===== src/include/hfp_pkg.sv =====
/*
 Package for the host FIFO port block: port word offsets, access codes,
 queue geometry and reset values. Assumes a 32-bit host data path and
 byte addressing on an SRAM-like bus, word aligned.
*/
package hfp_pkg;
    localparam int HFP_DW = 32;
    localparam int HFP_AW = 8;
    localparam int HFP_QDEPTH = 4;
    localparam int HFP_QPW = 3;
    // Port byte addresses; data ports alias over 16 words each
    localparam logic [7:0] HFP_RXD_BASE = 8'h00;
    localparam logic [7:0] HFP_TXD_BASE = 8'h40;
    localparam logic [7:0] HFP_RXS_POP = 8'h80;
    localparam logic [7:0] HFP_RXS_PEEK = 8'h84;
    localparam logic [7:0] HFP_TXS_POP = 8'h88;
    localparam logic [7:0] HFP_TXS_PEEK = 8'h8c;
    localparam logic [7:0] HFP_STS_ADDR = 8'h90;
    localparam logic [7:0] HFP_CLR_ADDR = 8'h94;
    localparam logic [7:0] HFP_CFG_ADDR = 8'h98;
    localparam logic [7:0] HFP_WO_ADDR = 8'h9c;
    localparam logic [7:0] HFP_LAT_ADDR = 8'ha0;
    localparam int HFP_ALIAS_SHIFT = 6;
    localparam logic [1:0] HFP_RXD_TAG = 2'h0;
    localparam logic [1:0] HFP_TXD_TAG = 2'h1;
    // Field positions
    localparam int HFP_LIM_LSB = 0;
    localparam int HFP_LIM_W = 3;
    // Reset values
    localparam logic [HFP_LIM_W-1:0] HFP_LIM_RST = 3'h4;
    localparam logic [7:0] HFP_EXEMPT_RST = 8'h00;
    localparam logic [31:0] HFP_ZERO = 32'h0000_0000;
endpackage


===== src/rtl/hfp_top.sv =====
/*
 Host FIFO port block: receive status, receive data, transmit status
 and transmit data queues behind an SRAM-like single-cycle host port,
 plus attribute bits and a configuration word.
 Assumes the MAC side feeds and drains the queues on this same clock,
 and that host reads and writes are one-cycle strobes.
*/
`timescale 1ns/1ps
`default_nettype none
module hfp_top
    import hfp_pkg::*;
(
    // Clock and reset
    input wire logic i_sys_clk,
    input wire logic i_reset_n,
    input wire logic i_soft_rst,
    // Host port
    input wire logic i_host_rd,
    input wire logic i_host_wr,
    input wire logic [HFP_AW-1:0] i_host_addr,
    input wire logic [HFP_DW-1:0] i_host_wdata,
    output logic [HFP_DW-1:0] o_host_rdata,
    output logic o_host_ack,
    // MAC receive side
    input wire logic i_rxs_valid,
    input wire logic [HFP_DW-1:0] i_rxs_data,
    output logic o_rxs_ready,
    input wire logic i_rxd_valid,
    input wire logic [HFP_DW-1:0] i_rxd_data,
    output logic o_rxd_ready,
    // MAC transmit side
    input wire logic i_txs_valid,
    input wire logic [HFP_DW-1:0] i_txs_data,
    output logic o_txs_ready,
    output logic o_txd_valid,
    output logic [HFP_DW-1:0] o_txd_data,
    input wire logic i_txd_ready,
    // Status events
    input wire logic [1:0] i_w1c_evt,
    input wire logic [1:0] i_rc_evt,
    input wire logic i_hi_cond,
    input wire logic i_lo_cond,
    // Configuration out
    output logic [7:0] o_exempt_cfg
);
    localparam int NQ = 4;
    localparam int QRS = 0;
    localparam int QRD = 1;
    localparam int QTS = 2;
    localparam int QTD = 3;

    logic [NQ-1:0] in_valid;
    logic [HFP_DW-1:0] in_data [NQ];
    logic [NQ-1:0] in_ready;
    logic [NQ-1:0] out_valid;
    logic [HFP_DW-1:0] out_data [NQ];
    logic [NQ-1:0] out_ready;
    logic [HFP_QPW-1:0] count [NQ];
    logic [HFP_QPW-1:0] limit [NQ];
    logic [HFP_LIM_W-1:0] lim_rs_r;
    logic [HFP_LIM_W-1:0] lim_rd_r;
    logic [HFP_LIM_W-1:0] lim_td_r;
    logic [7:0] exempt_r;
    logic [HFP_DW-1:0] rdata_nxt;
    logic [HFP_DW-1:0] rdata_r;
    logic ack_r;
    logic [1:0] alias_tag;
    logic hit_rxd;
    logic hit_txd;
    logic rd_rs_pop;
    logic rd_ts_pop;
    logic rd_rxd;
    logic wr_txd;
    logic wr_cfg;
    logic wr_clr;
    logic rd_sts;
    logic rd_lat;
    logic [1:0] w1c_bits;
    logic [1:0] rc_bits;
    logic lh_bit;
    logic ll_bit;
    logic [HFP_DW-1:0] txd_out_r;
    logic txd_vld_r;

    // Alias decode: the upper address bits pick a 16-word window
    assign alias_tag = i_host_addr[HFP_AW-1:HFP_ALIAS_SHIFT];
    assign hit_rxd = (alias_tag == HFP_RXD_TAG);
    assign hit_txd = (alias_tag == HFP_TXD_TAG);
    assign rd_rxd = i_host_rd && hit_rxd;
    assign rd_rs_pop = i_host_rd && (i_host_addr == HFP_RXS_POP);
    assign rd_ts_pop = i_host_rd && (i_host_addr == HFP_TXS_POP);
    // Of the four queues, writes only ever reach the transmit data queue
    assign wr_txd = i_host_wr && hit_txd;
    assign wr_cfg = i_host_wr && (i_host_addr == HFP_CFG_ADDR);
    assign wr_clr = i_host_wr && (i_host_addr == HFP_CLR_ADDR);
    assign rd_sts = i_host_rd && (i_host_addr == HFP_STS_ADDR);
    assign rd_lat = i_host_rd && (i_host_addr == HFP_LAT_ADDR);

    // Queue fill and drain hookup
    assign in_valid = {wr_txd, i_txs_valid, i_rxd_valid, i_rxs_valid};
    assign in_data[QRS] = i_rxs_data;
    assign in_data[QRD] = i_rxd_data;
    assign in_data[QTS] = i_txs_data;
    assign in_data[QTD] = i_host_wdata;
    // Peek ports raise no pop strobe
    assign out_ready[QRS] = rd_rs_pop;
    assign out_ready[QRD] = rd_rxd;
    assign out_ready[QTS] = rd_ts_pop;
    assign out_ready[QTD] = i_txd_ready || !txd_vld_r;
    assign limit[QRS] = lim_rs_r;
    assign limit[QRD] = lim_rd_r;
    assign limit[QTS] = HFP_QPW'(HFP_QDEPTH);
    assign limit[QTD] = lim_td_r;

    // One queue per port
    genvar q;
    generate
        for (q = 0; q < NQ; q++)
        begin : g_q
            hfp_fifo #(
                .WIDTH(HFP_DW),
                .DEPTH(HFP_QDEPTH)
            ) u_fifo (
                .i_sys_clk(i_sys_clk),
                .i_reset_n(i_reset_n),
                .i_flush(i_soft_rst),
                .i_limit(limit[q]),
                .i_in_valid(in_valid[q]),
                .i_in_data(in_data[q]),
                .o_in_ready(in_ready[q]),
                .o_out_valid(out_valid[q]),
                .o_out_data(out_data[q]),
                .i_out_ready(out_ready[q]),
                .o_count(count[q])
            );
        end
    endgenerate

    // Attribute bits
    hfp_attr_bits u_bits (
        .i_sys_clk(i_sys_clk),
        .i_reset_n(i_reset_n),
        .i_soft_rst(i_soft_rst),
        .i_w1c_evt(i_w1c_evt),
        .i_rc_evt(i_rc_evt),
        .i_hi_cond(i_hi_cond),
        .i_lo_cond(i_lo_cond),
        .i_clr_wr(wr_clr),
        .i_clr_data(i_host_wdata[1:0]),
        .i_sts_rd(rd_sts),
        .i_lat_rd(rd_lat),
        .o_w1c(w1c_bits),
        .o_rc(rc_bits),
        .o_lh(lh_bit),
        .o_ll(ll_bit)
    );

    // Capacity config; defaults return on either reset
    always_ff @(posedge i_sys_clk)
    begin
        if (!i_reset_n || i_soft_rst)
        begin
            lim_rs_r <= HFP_LIM_RST;
            lim_rd_r <= HFP_LIM_RST;
            lim_td_r <= HFP_LIM_RST;
        end
        else if (wr_cfg)
        begin
            lim_rs_r <= i_host_wdata[2:0];
            lim_rd_r <= i_host_wdata[6:4];
            lim_td_r <= i_host_wdata[10:8];
        end
    end

    // Exempt byte survives soft reset so it can carry straps or setup
    always_ff @(posedge i_sys_clk)
    begin
        if (!i_reset_n)
            exempt_r <= HFP_EXEMPT_RST;
        else if (wr_cfg)
            exempt_r <= i_host_wdata[23:16];
    end

    // Read mux; write-only and data-in ports read zero, reserved bits zero
    always_comb
    begin
        rdata_nxt = HFP_ZERO;
        if (hit_rxd)
            rdata_nxt = out_valid[QRD] ? out_data[QRD] : HFP_ZERO;
        else
        begin
            unique case (i_host_addr)
                HFP_RXS_POP, HFP_RXS_PEEK:
                    rdata_nxt = out_valid[QRS] ? out_data[QRS] : HFP_ZERO;
                HFP_TXS_POP, HFP_TXS_PEEK:
                    rdata_nxt = out_valid[QTS] ? out_data[QTS] : HFP_ZERO;
                HFP_STS_ADDR:
                    rdata_nxt = {13'h0000, count[QTD], 1'b0, count[QTS],
                        1'b0, count[QRD], 1'b0, count[QRS], rc_bits, w1c_bits};
                HFP_CFG_ADDR:
                    rdata_nxt = {8'h00, exempt_r, 5'h00, lim_td_r, 1'b0, lim_rd_r,
                        1'b0, lim_rs_r};
                HFP_LAT_ADDR:
                    rdata_nxt = {30'h0000_0000, ll_bit, lh_bit};
                default:
                    rdata_nxt = HFP_ZERO;
            endcase
        end
    end

    // Registered read answer, one cycle after the strobe
    always_ff @(posedge i_sys_clk)
    begin
        if (!i_reset_n)
        begin
            rdata_r <= HFP_ZERO;
            ack_r <= 1'b0;
        end
        else
        begin
            rdata_r <= i_host_rd ? rdata_nxt : HFP_ZERO;
            ack_r <= i_host_rd || i_host_wr;
        end
    end

    // Transmit data output stage, so the port comes from a flop
    always_ff @(posedge i_sys_clk)
    begin
        if (!i_reset_n || i_soft_rst)
        begin
            txd_vld_r <= 1'b0;
            txd_out_r <= HFP_ZERO;
        end
        else if (out_ready[QTD])
        begin
            txd_vld_r <= out_valid[QTD];
            txd_out_r <= out_data[QTD];
        end
    end

    assign o_host_rdata = rdata_r;
    assign o_host_ack = ack_r;
    assign o_txd_valid = txd_vld_r;
    assign o_txd_data = txd_out_r;
    assign o_exempt_cfg = exempt_r;
    assign o_rxs_ready = in_ready[QRS];
    assign o_rxd_ready = in_ready[QRD];
    assign o_txs_ready = in_ready[QTS];
endmodule
`default_nettype wire


===== src/rtl/hfp_fifo.sv =====
/*
 Small flip-flop FIFO with valid/ready on both sides, and a settable
 capacity limit at or below the structural depth. Assumes one clock and a
 synchronous active-low reset; a flush input empties it.
*/
`timescale 1ns/1ps
`default_nettype none
module hfp_fifo
    import hfp_pkg::*;
#(
    parameter int WIDTH = 32,
    parameter int DEPTH = 4
)
(
    // Clock and reset
    input wire logic i_sys_clk,
    input wire logic i_reset_n,
    input wire logic i_flush,
    input wire logic [HFP_QPW-1:0] i_limit,
    // Fill side
    input wire logic i_in_valid,
    input wire logic [WIDTH-1:0] i_in_data,
    output logic o_in_ready,
    // Drain side
    output logic o_out_valid,
    output logic [WIDTH-1:0] o_out_data,
    input wire logic i_out_ready,
    output logic [HFP_QPW-1:0] o_count
);
    logic [WIDTH-1:0] mem_r [DEPTH];
    logic [1:0] wp_r;
    logic [1:0] rp_r;
    logic [HFP_QPW-1:0] cnt_r;
    logic [HFP_QPW-1:0] cap;
    logic push;
    logic pop;

    // Capacity clamps at the structural depth, never below one
    always_comb
    begin
        cap = i_limit;
        if (i_limit > HFP_QPW'(DEPTH))
            cap = HFP_QPW'(DEPTH);
        if (i_limit == '0)
            cap = 3'h1;
    end

    assign o_in_ready = (cnt_r < cap);
    assign o_out_valid = (cnt_r != '0);
    assign o_out_data = mem_r[rp_r];
    assign o_count = cnt_r;
    assign push = i_in_valid && o_in_ready;
    assign pop = o_out_valid && i_out_ready;

    // Storage, written by index
    always_ff @(posedge i_sys_clk)
    begin
        if (push)
            mem_r[wp_r] <= i_in_data;
    end

    // Pointers and count
    always_ff @(posedge i_sys_clk)
    begin
        if (!i_reset_n || i_flush)
        begin
            wp_r <= 2'h0;
            rp_r <= 2'h0;
            cnt_r <= 3'h0;
        end
        else
        begin
            if (push)
                wp_r <= wp_r + 2'h1;
            if (pop)
                rp_r <= rp_r + 2'h1;
            cnt_r <= cnt_r + HFP_QPW'(push) - HFP_QPW'(pop);
        end
    end
endmodule
`default_nettype wire


===== src/rtl/hfp_attr_bits.sv =====
/*
 Status bits with the documented access attributes: write-one-clear,
 clear-on-read, latch-high and latch-low. Assumes events arrive as
 levels synchronous to the clock; reads and writes are one-cycle strobes.
*/
`timescale 1ns/1ps
`default_nettype none
module hfp_attr_bits
    import hfp_pkg::*;
(
    // Clock and reset
    input wire logic i_sys_clk,
    input wire logic i_reset_n,
    input wire logic i_soft_rst,
    // Events
    input wire logic [1:0] i_w1c_evt,
    input wire logic [1:0] i_rc_evt,
    input wire logic i_hi_cond,
    input wire logic i_lo_cond,
    // Host strobes
    input wire logic i_clr_wr,
    input wire logic [1:0] i_clr_data,
    input wire logic i_sts_rd,
    input wire logic i_lat_rd,
    // Bit values
    output logic [1:0] o_w1c,
    output logic [1:0] o_rc,
    output logic o_lh,
    output logic o_ll
);
    logic [1:0] w1c_r;
    logic [1:0] rc_r;
    logic lh_r;
    logic ll_r;

    assign o_w1c = w1c_r;
    assign o_rc = rc_r;
    assign o_lh = lh_r;
    assign o_ll = ll_r;

    // Write-one-clear bits; an event in the clear cycle wins
    genvar g;
    generate
        for (g = 0; g < 2; g++)
        begin : g_bits
            always_ff @(posedge i_sys_clk)
            begin
                if (!i_reset_n || i_soft_rst)
                    w1c_r[g] <= 1'b0;
                else if (i_w1c_evt[g])
                    w1c_r[g] <= 1'b1;
                else if (i_clr_wr && i_clr_data[g])
                    w1c_r[g] <= 1'b0;
            end

            // Clear-on-read bits
            always_ff @(posedge i_sys_clk)
            begin
                if (!i_reset_n || i_soft_rst)
                    rc_r[g] <= 1'b0;
                else if (i_rc_evt[g])
                    rc_r[g] <= 1'b1;
                else if (i_sts_rd)
                    rc_r[g] <= 1'b0;
            end
        end
    endgenerate

    // Latched bits hold until their register is read
    always_ff @(posedge i_sys_clk)
    begin
        if (!i_reset_n || i_soft_rst)
        begin
            lh_r <= 1'b0;
            ll_r <= 1'b1;
        end
        else
        begin
            if (i_hi_cond)
                lh_r <= 1'b1;
            else if (i_lat_rd)
                lh_r <= 1'b0;
            if (!i_lo_cond)
                ll_r <= 1'b0;
            else if (i_lat_rd)
                ll_r <= 1'b1;
        end
    end
endmodule
`default_nettype wire


===== config.mk =====
export PLATFORM = sky130hd
export DESIGN_NAME = hfp_top
export DESIGN_NICKNAME = d
export VERILOG_FILES = /design/src/include/hfp_pkg.sv /design/src/rtl/hfp_top.sv /design/src/rtl/hfp_fifo.sv /design/src/rtl/hfp_attr_bits.sv
export SDC_FILE = /design/constraint.sdc
export NUM_CORES = 1
export LEC_CHECK = 0
export BUFFER_PORTS_ARGS = -buffer_cell sky130_fd_sc_hd__buf_2
export CORE_MARGIN = 10
export CORE_UTILIZATION = 40
export CTS_CLUSTER_DIAMETER = 50
export CTS_CLUSTER_SIZE = 14
export DETAILED_ROUTE_END_ITERATION = 6
export GPL_TIMING_DRIVEN = 0
export PLACE_DENSITY = 0.58
export SYNTH_ARGS = -nofsm -noshare
export SYNTH_HDL_FRONTEND = slang
export SYNTH_SLANG_ARGS = --single-unit

===== constraint.sdc =====
create_clock -name i_sys_clk -period 5.6 [get_ports i_sys_clk]
set_input_delay 1.12 -clock i_sys_clk [delete_from_list [all_inputs] [get_ports i_sys_clk]]
set_output_delay 1.12 -clock i_sys_clk [all_outputs]
set_load 0.01 [all_outputs]

== Word level (Yosys, flattened, before mapping) ==
Memory sizes are Yosys's and may differ from the RTL's. A register that Yosys moved wholly into a read port is not among the register bits.
Index checks and enable logic that the tools add are counted.

* Add/subtract/negate cells: 16
* $lt $le $gt $ge: 7
* Equal/unequal tests: 10
* Muxes and demuxes: 36
* Reduce and logical (&&, ||, !) cells: 39

{| class="wikitable"
|+ Operator list
! kind !! number
|-
| $pmux W32 S5 || 1
|-
| $mux W32 || 4
|-
| $eq A8 B8 Y1 const B || 8
|-
| $mux W1 || 19
|-
| $logic_and A1 B1 Y1 || 18
|-
| $mux W3 || 6
|-
| $add A2 B1 Y2 const B || 8
|-
| $add A3 B1 Y3 || 4
|-
| $mux W2 || 6
|-
| $reduce_bool A3 Y1 || 4
|-
| $sub A3 B1 Y3 || 4
|-
| $reduce_bool A2 Y1 || 5
|-
| $gt A3 B3 Y1 const B || 3
|-
| $logic_not A3 Y1 || 3
|-
| $lt A3 B3 Y1 || 3
|-
| $reduce_or A2 Y1 || 2
|-
| $logic_or A1 B1 Y1 || 3
|-
| $lt A3 B3 Y1 const B || 1
|-
| $eq A2 B1 Y1 const B || 1
|-
| $logic_not A1 Y1 || 2
|-
| $logic_not A2 Y1 || 1
|-
| $ne A2 B1 Y1 const B || 1
|-
| $reduce_and A2 Y1 || 1
|}

* Flip-flop bits (word level): 85
* Bits in writable memories: 512
* Input bits: 151
* Output and inout port bits: 77
* Logic and storage cells: 137
* Memories: 4

{| class="wikitable"
|+ Memories
! name !! words !! bits a word !! rd ports !! clocked after memory_dff !! wr ports !! RTL line !! text
|-
| g_q[0].u_fifo.mem_r || 4 || 32 || 1 || 1 || 1 || hfp_fifo.sv:30 || <nowiki>logic [WIDTH-1:0] mem_r [DEPTH];</nowiki>
|-
| g_q[1].u_fifo.mem_r || 4 || 32 || 1 || 1 || 1 || hfp_fifo.sv:30 ||
|-
| g_q[2].u_fifo.mem_r || 4 || 32 || 1 || 1 || 1 || hfp_fifo.sv:30 ||
|-
| g_q[3].u_fifo.mem_r || 4 || 32 || 1 || 1 || 1 || hfp_fifo.sv:30 ||
|}

== Logic depth before layout (Yosys ltp) ==
* Word-level depth: 7
* Gate-level depth with buffers: 12
* Gate-level depth less buffers: 12

== Hierarchy ==
A second synthesis with hierarchy kept.

* Cells, all modules: 1342
* Area, all modules: 24488.5 sq um

{| class="wikitable"
|+ Modules (own cells, without submodules)
! module !! times used !! cells an instance !! area each (sq um)
|-
| hfp_fifo (g_q[1].u_fifo ...) || 2 || 226 || 5200.0
|-
| hfp_fifo (g_q[0].u_fifo ...) || 2 || 230 || 5196.2
|-
| hfp_top || 1 || 406 || 3473.3
|-
| hfp_attr_bits || 1 || 24 || 222.7
|}

== Least setup slack after synthesis ==
Ideal clock, no wire load.

* Path kind: input-to-reg
* From: input i_host_addr[7]
* To: register g_q[1].u_fifo.cnt_r[2]
* Library setup time: 0.128 ns
* Arrival: 2.903 ns
* Required time: 5.472 ns
* Path slack: 2.569 ns
* Stages: 10
* Path through: nor3_1 > and2_1 > ha_1 > inv_1 > ha_1 > inv_1 > fa_1 > xor2_1 > xnor2_1 > nor2_1

* Cells in the longest elaborated chain, start to end: 4

{| class="wikitable"
|+ RTL lines
! what !! RTL line !! text
|-
| start, declared || hfp_top.sv:20 || <nowiki>input wire logic [HFP_AW-1:0] i_host_addr,</nowiki>
|-
| $logic_not A2 Y1 || hfp_top.sv:87 || <nowiki>assign hit_rxd = (alias_tag == HFP_RXD_TAG);</nowiki>
|-
| $logic_and A1 B1 Y1 || hfp_top.sv:89 || <nowiki>assign rd_rxd = i_host_rd && hit_rxd;</nowiki>
|-
| $logic_and A1 B1 Y1 || hfp_fifo.sv:53 || <nowiki>assign pop = o_out_valid && i_out_ready;</nowiki>
|-
| via g_q[1].u_fifo.pop || hfp_fifo.sv:36 || <nowiki>logic pop;</nowiki>
|-
| $sub A3 B1 Y3 || hfp_fifo.sv:77 || <nowiki>cnt_r <= cnt_r + HFP_QPW'(push) - HFP_QPW'(pop);</nowiki>
|-
| end signal, assigned || hfp_fifo.sv:77 ||
|-
| end, declared || hfp_fifo.sv:33 || <nowiki>logic [HFP_QPW-1:0] cnt_r;</nowiki>
|}

The timed path passes the listed nets, and every way through them passes these cells.
A chain may end at the register's enable or synchronous reset.

== Final worst setup path ==
* From: register lim_rs_r[2]
* To: output o_rxs_ready

* Cells in the longest elaborated chain, start to end: 4

{| class="wikitable"
|+ RTL lines
! what !! RTL line !! text
|-
| start, declared || hfp_top.sv:60 || <nowiki>logic [HFP_LIM_W-1:0] lim_rs_r;</nowiki>
|-
| start signal, assigned || hfp_top.sv:169 || <nowiki>lim_rs_r <= i_host_wdata[2:0];</nowiki>
|-
| $gt A3 B3 Y1 || hfp_fifo.sv:42 || <nowiki>if (i_limit > HFP_QPW'(DEPTH))</nowiki>
|-
| $mux W3 || hfp_fifo.sv:42 ||
|-
| $mux W3 (*) || hfp_fifo.sv:44 || <nowiki>if (i_limit == '0)</nowiki>
|-
| $lt A3 B3 Y1 (*) || hfp_fifo.sv:48 || <nowiki>assign o_in_ready = (cnt_r < cap);</nowiki>
|-
| end, declared || hfp_top.sv:27 || <nowiki>output logic o_rxs_ready,</nowiki>
|}

Mark *: on every way between the ends. The rest lies on a longest branch, timed or not.

==> flow_summary.json <==
{
  "path_max_fanout": 4,
  "rsz0062_at_grt": "false",
  "drv_cap": 0,
  "clock_skew_ns": 0.02200,
  "grt_remaining_overflow": 0,
  "ys_seq_area_share_pct": 74.39,
  "status": "complete, no violations",
  "wl_um": 61100,
  "synth_cells": 1306,
  "htreeDepth": 3,
  "die_h_um": 264.8,
  "wl_met2_um": 29780,
  "worstSetupPathType": "reg2out",
  "grt_pass1_vias": 13550,
  "leakagePower_nw": 9.918,
  "ioPinCount": 228,
  "yosysWarningCount": 0,
  "peakVddDrop_mv": 0.2551,
  "drive_above_1_share_pct": 31.53,
  "grt_usage_pct": 17.29,
  "place.gp.congestion": 0.8350,
  "setup_viol": 0,
  "dieArea_um2": 70130,
  "synth-seq-cells": 635,
  "dieWidth_um": 264.8,
  "std_cell_rows": 89,
  "via_per_inst": 5.255,
  "period_share_pct": 58.06,
  "finalInstanceArea_um2": 28840,
  "cts.sinks": 635,
  "synth_edf_count": 512,
  "start_util_pct": 40.55,
  "dr_total_vias": 12970,
  "clkTransAtPathRegs_ns": 0.06,
  "antenna_found_initial": 27,
  "syn-num-nets": 1491,
  "max_freq_mhz": 307.6,
  "worstHoldStart": "o_txd_data[5]$_SDFFE_PP0N_",
  "ys_types": 42,
  "crit_start": "lim_rs_r[2]$_SDFFE_PP1P_",
  "synthTopCellsByArea": "edfxtp_1, mux4_2, dfxtp_1, nand2_1, ha_1",
  "worst_slack_ns": 2.349,
  "root_buffer": "clkbuf_16",
  "dp_hpwl_um": 43220,
  "fin_nets": 1805,
  "ant_nets": 0,
  "holdBufCountCts": 0,
  "fin_hold_ws_ns": 0.4498,
  "ys_async_sr_fraction_pct": 0,
  "core_area_um2": 59130,
  "post-route-drc-count": 0,
  "cts_tree": "yes",
  "min_path_type": "reg2reg",
  "port_buffers": 226,
  "timing.rr.start": "g_q[1].u_fifo.o_count[1]$_SDFF_PP0_",
  "ys.flop_type": "edfxtp_1",
  "synthMostInstantiatedCell": "edfxtp_1",
  "worstPathArrival_ns": 2.13,
  "fin_crit_ns": 3.251,
  "end_kind": "primary output",
  "synth.largest_area_cell": "edfxtp_1",
  "grt_max_degree": 29,
  "power_mw": 10.62,
  "cp_data_required_time_ns": 4.48,
  "wl_per_cell_um": 24.77,
  "syn_avg_cell_area_um2": 18.36,
  "first_pass_iters": 5,
  "synth_area_um2": 23980,
  "finalSetupTns_ns": 0,
  "critPathLaunchType": "register",
  "power_density_nw_per_um2": 368.2,
  "m1WireLength_um": 24270,
  "dp_slack_ns": 1.822,
  "synth_top_area_share_pct": 64.12,
  "slew_viol_final": 0,
  "worst_pin_slew_ns": 1.088,
  "post_cts_buffers": 0,
  "cts_buffers": 70,
  "yosys-top-cells-count": "edfxtp_1, dfxtp_1, mux4_2, nand2_1, a21oi_1",
  "clock_latency_ns": 0.61,
  "place_area_um2": 26430,
  "grt_pass1_wl_um": 89240,
  "dr_wl_met3_um": 5705,
  "highest_layer": "met5",
  "finalHoldViolCount": 0,
  "dr.first_iter.drc_count": 1102,
  "synthToLayoutAreaGrowth_pct": 20.27,
  "cts_resized": 0,
  "clock_tree.buffer_depth": 3,
  "max_slew_margin_pct": 26.94
}
## cells in the final DEF, fill, tap and decap left out, types with 8 or more instances in the layout
cell       synthesis  final
dfxtp_1          123    123
buf_12             2     16
a22oi_1           29     29
a222oi_1          11     11
nor2b_1            8      8
edfxtp_1         512    512
buf_2             23    249
a21oi_1           73     73
nand2_1          119    119
mux4_1             9      9
a22o_1            25     25
and2_1            14     10
ha_1              30     30
diode_2            0     16
inv_1             27     27
clkbuf_1          35     48
xnor2_1           11     11
clkbuf_16          0     75
inv_6              0     11
nand3_1            8      8
mux4_2           119    119
o21ai_0           10     10
and3_2             0     12
nor2_1            44     44
## power breakdown
| part | total, mW | leakage (nW) | switching [mW] | internal (mW) |
|---|---|---|---|---|
| clock | 4.65 | 1.15 | 1.93 | 2.72 |
| sequential | 5.28 | 5.68 | 0.0514 | 5.23 |
| combinational | 0.685 | 3.08 | 0.385 | 0.300 |
## critical path: stages, from the launching register on
cell and delay [ns]:
dfxtp_1 0.35, inv_1 0.13, nand2_1 0.07, ha_1 0.27
o31a_1 0.12, o21a_1 0.21, nor2_1 0.20, buf_2 0.18
## layout make-up
cell class	count	area, µm²
fill	4995	30290
sequential	635	17840
multi-input combinational	575	5704
clock buffer	95	2022
timing repair buffer	242	1466
tap	773	967.2
buffer	69	354.1
clock inverter	35	344.1
inverter	27	101.3
antenna	16	40.04
## through the flow
stage / instances / util (%)
floorplan: 1306 / -
global route: 2453 / 48.71
CTS: 2451 / 48.70
detailed placement: 2321 / 44.70
global placement: 2305 / 44.10
finish: 2467 / 48.77
## registers in the layout, indices dropped and copies added, names as in the netlist, named ones only
signal	flops
lim_rs_r	3
u_bits.o_ll	1
o_exempt_cfg	8
lim_rd_r	3
lim_td_r	3
g_q.u_fifo.o_count	12
o_txd_data	32
o_host_ack	1
u_bits.o_lh	1
g_q.u_fifo.wp_r	8
g_q.u_fifo.mem_r	512
u_bits.o_w1c	2
g_q.u_fifo.rp_r	8
o_txd_valid	1
u_bits.o_rc	2
o_host_rdata	32
## cells by family (layout without fill, tap and decap cells)
| kind of cell | count (synthesis) | in the layout | share of synthesized area [%] |
|---|---|---|---|
| XOR/XNOR | 17 | 17 | 0.6210 |
| AO/OA/AOI/OAI | 167 | 167 | 4.629 |
| flip-flops | 635 | 635 | 74.39 |
| AND/OR/NAND/NOR | 229 | 229 | 4.394 |
| other | 0 | 16 | 0 |
| adder cells (fa/ha/maj) | 34 | 34 | 1.900 |
| multiplexers | 128 | 128 | 12.16 |
| buffers and inverters | 96 | 468 | 1.900 |
## routing by layer
metal	vias to the layer above	GRT usage (%)
met3	94	5.981
met4	22	4.706
met5	-	0
met1	6569	21.66
met2	461	28.22
li1	5819	-
## path summary, 6_finish.rpt
check | depth (start not counted) | to | slack [ns]
setup / recovery | 7 | o_rxs_ready | 2.35
hold / removal | 2 | o_txd_data[5]$_SDFFE_PP0N_ | 0.45
setup reg to reg | 11 | g_q[1].u_fifo.o_count[2]$_SDFF_PP0_ | 2.51
hold reg to reg | 2 | o_txd_data[5]$_SDFFE_PP0N_ | 0.45
No activity file was read; power rests on OpenSTA's default activity.
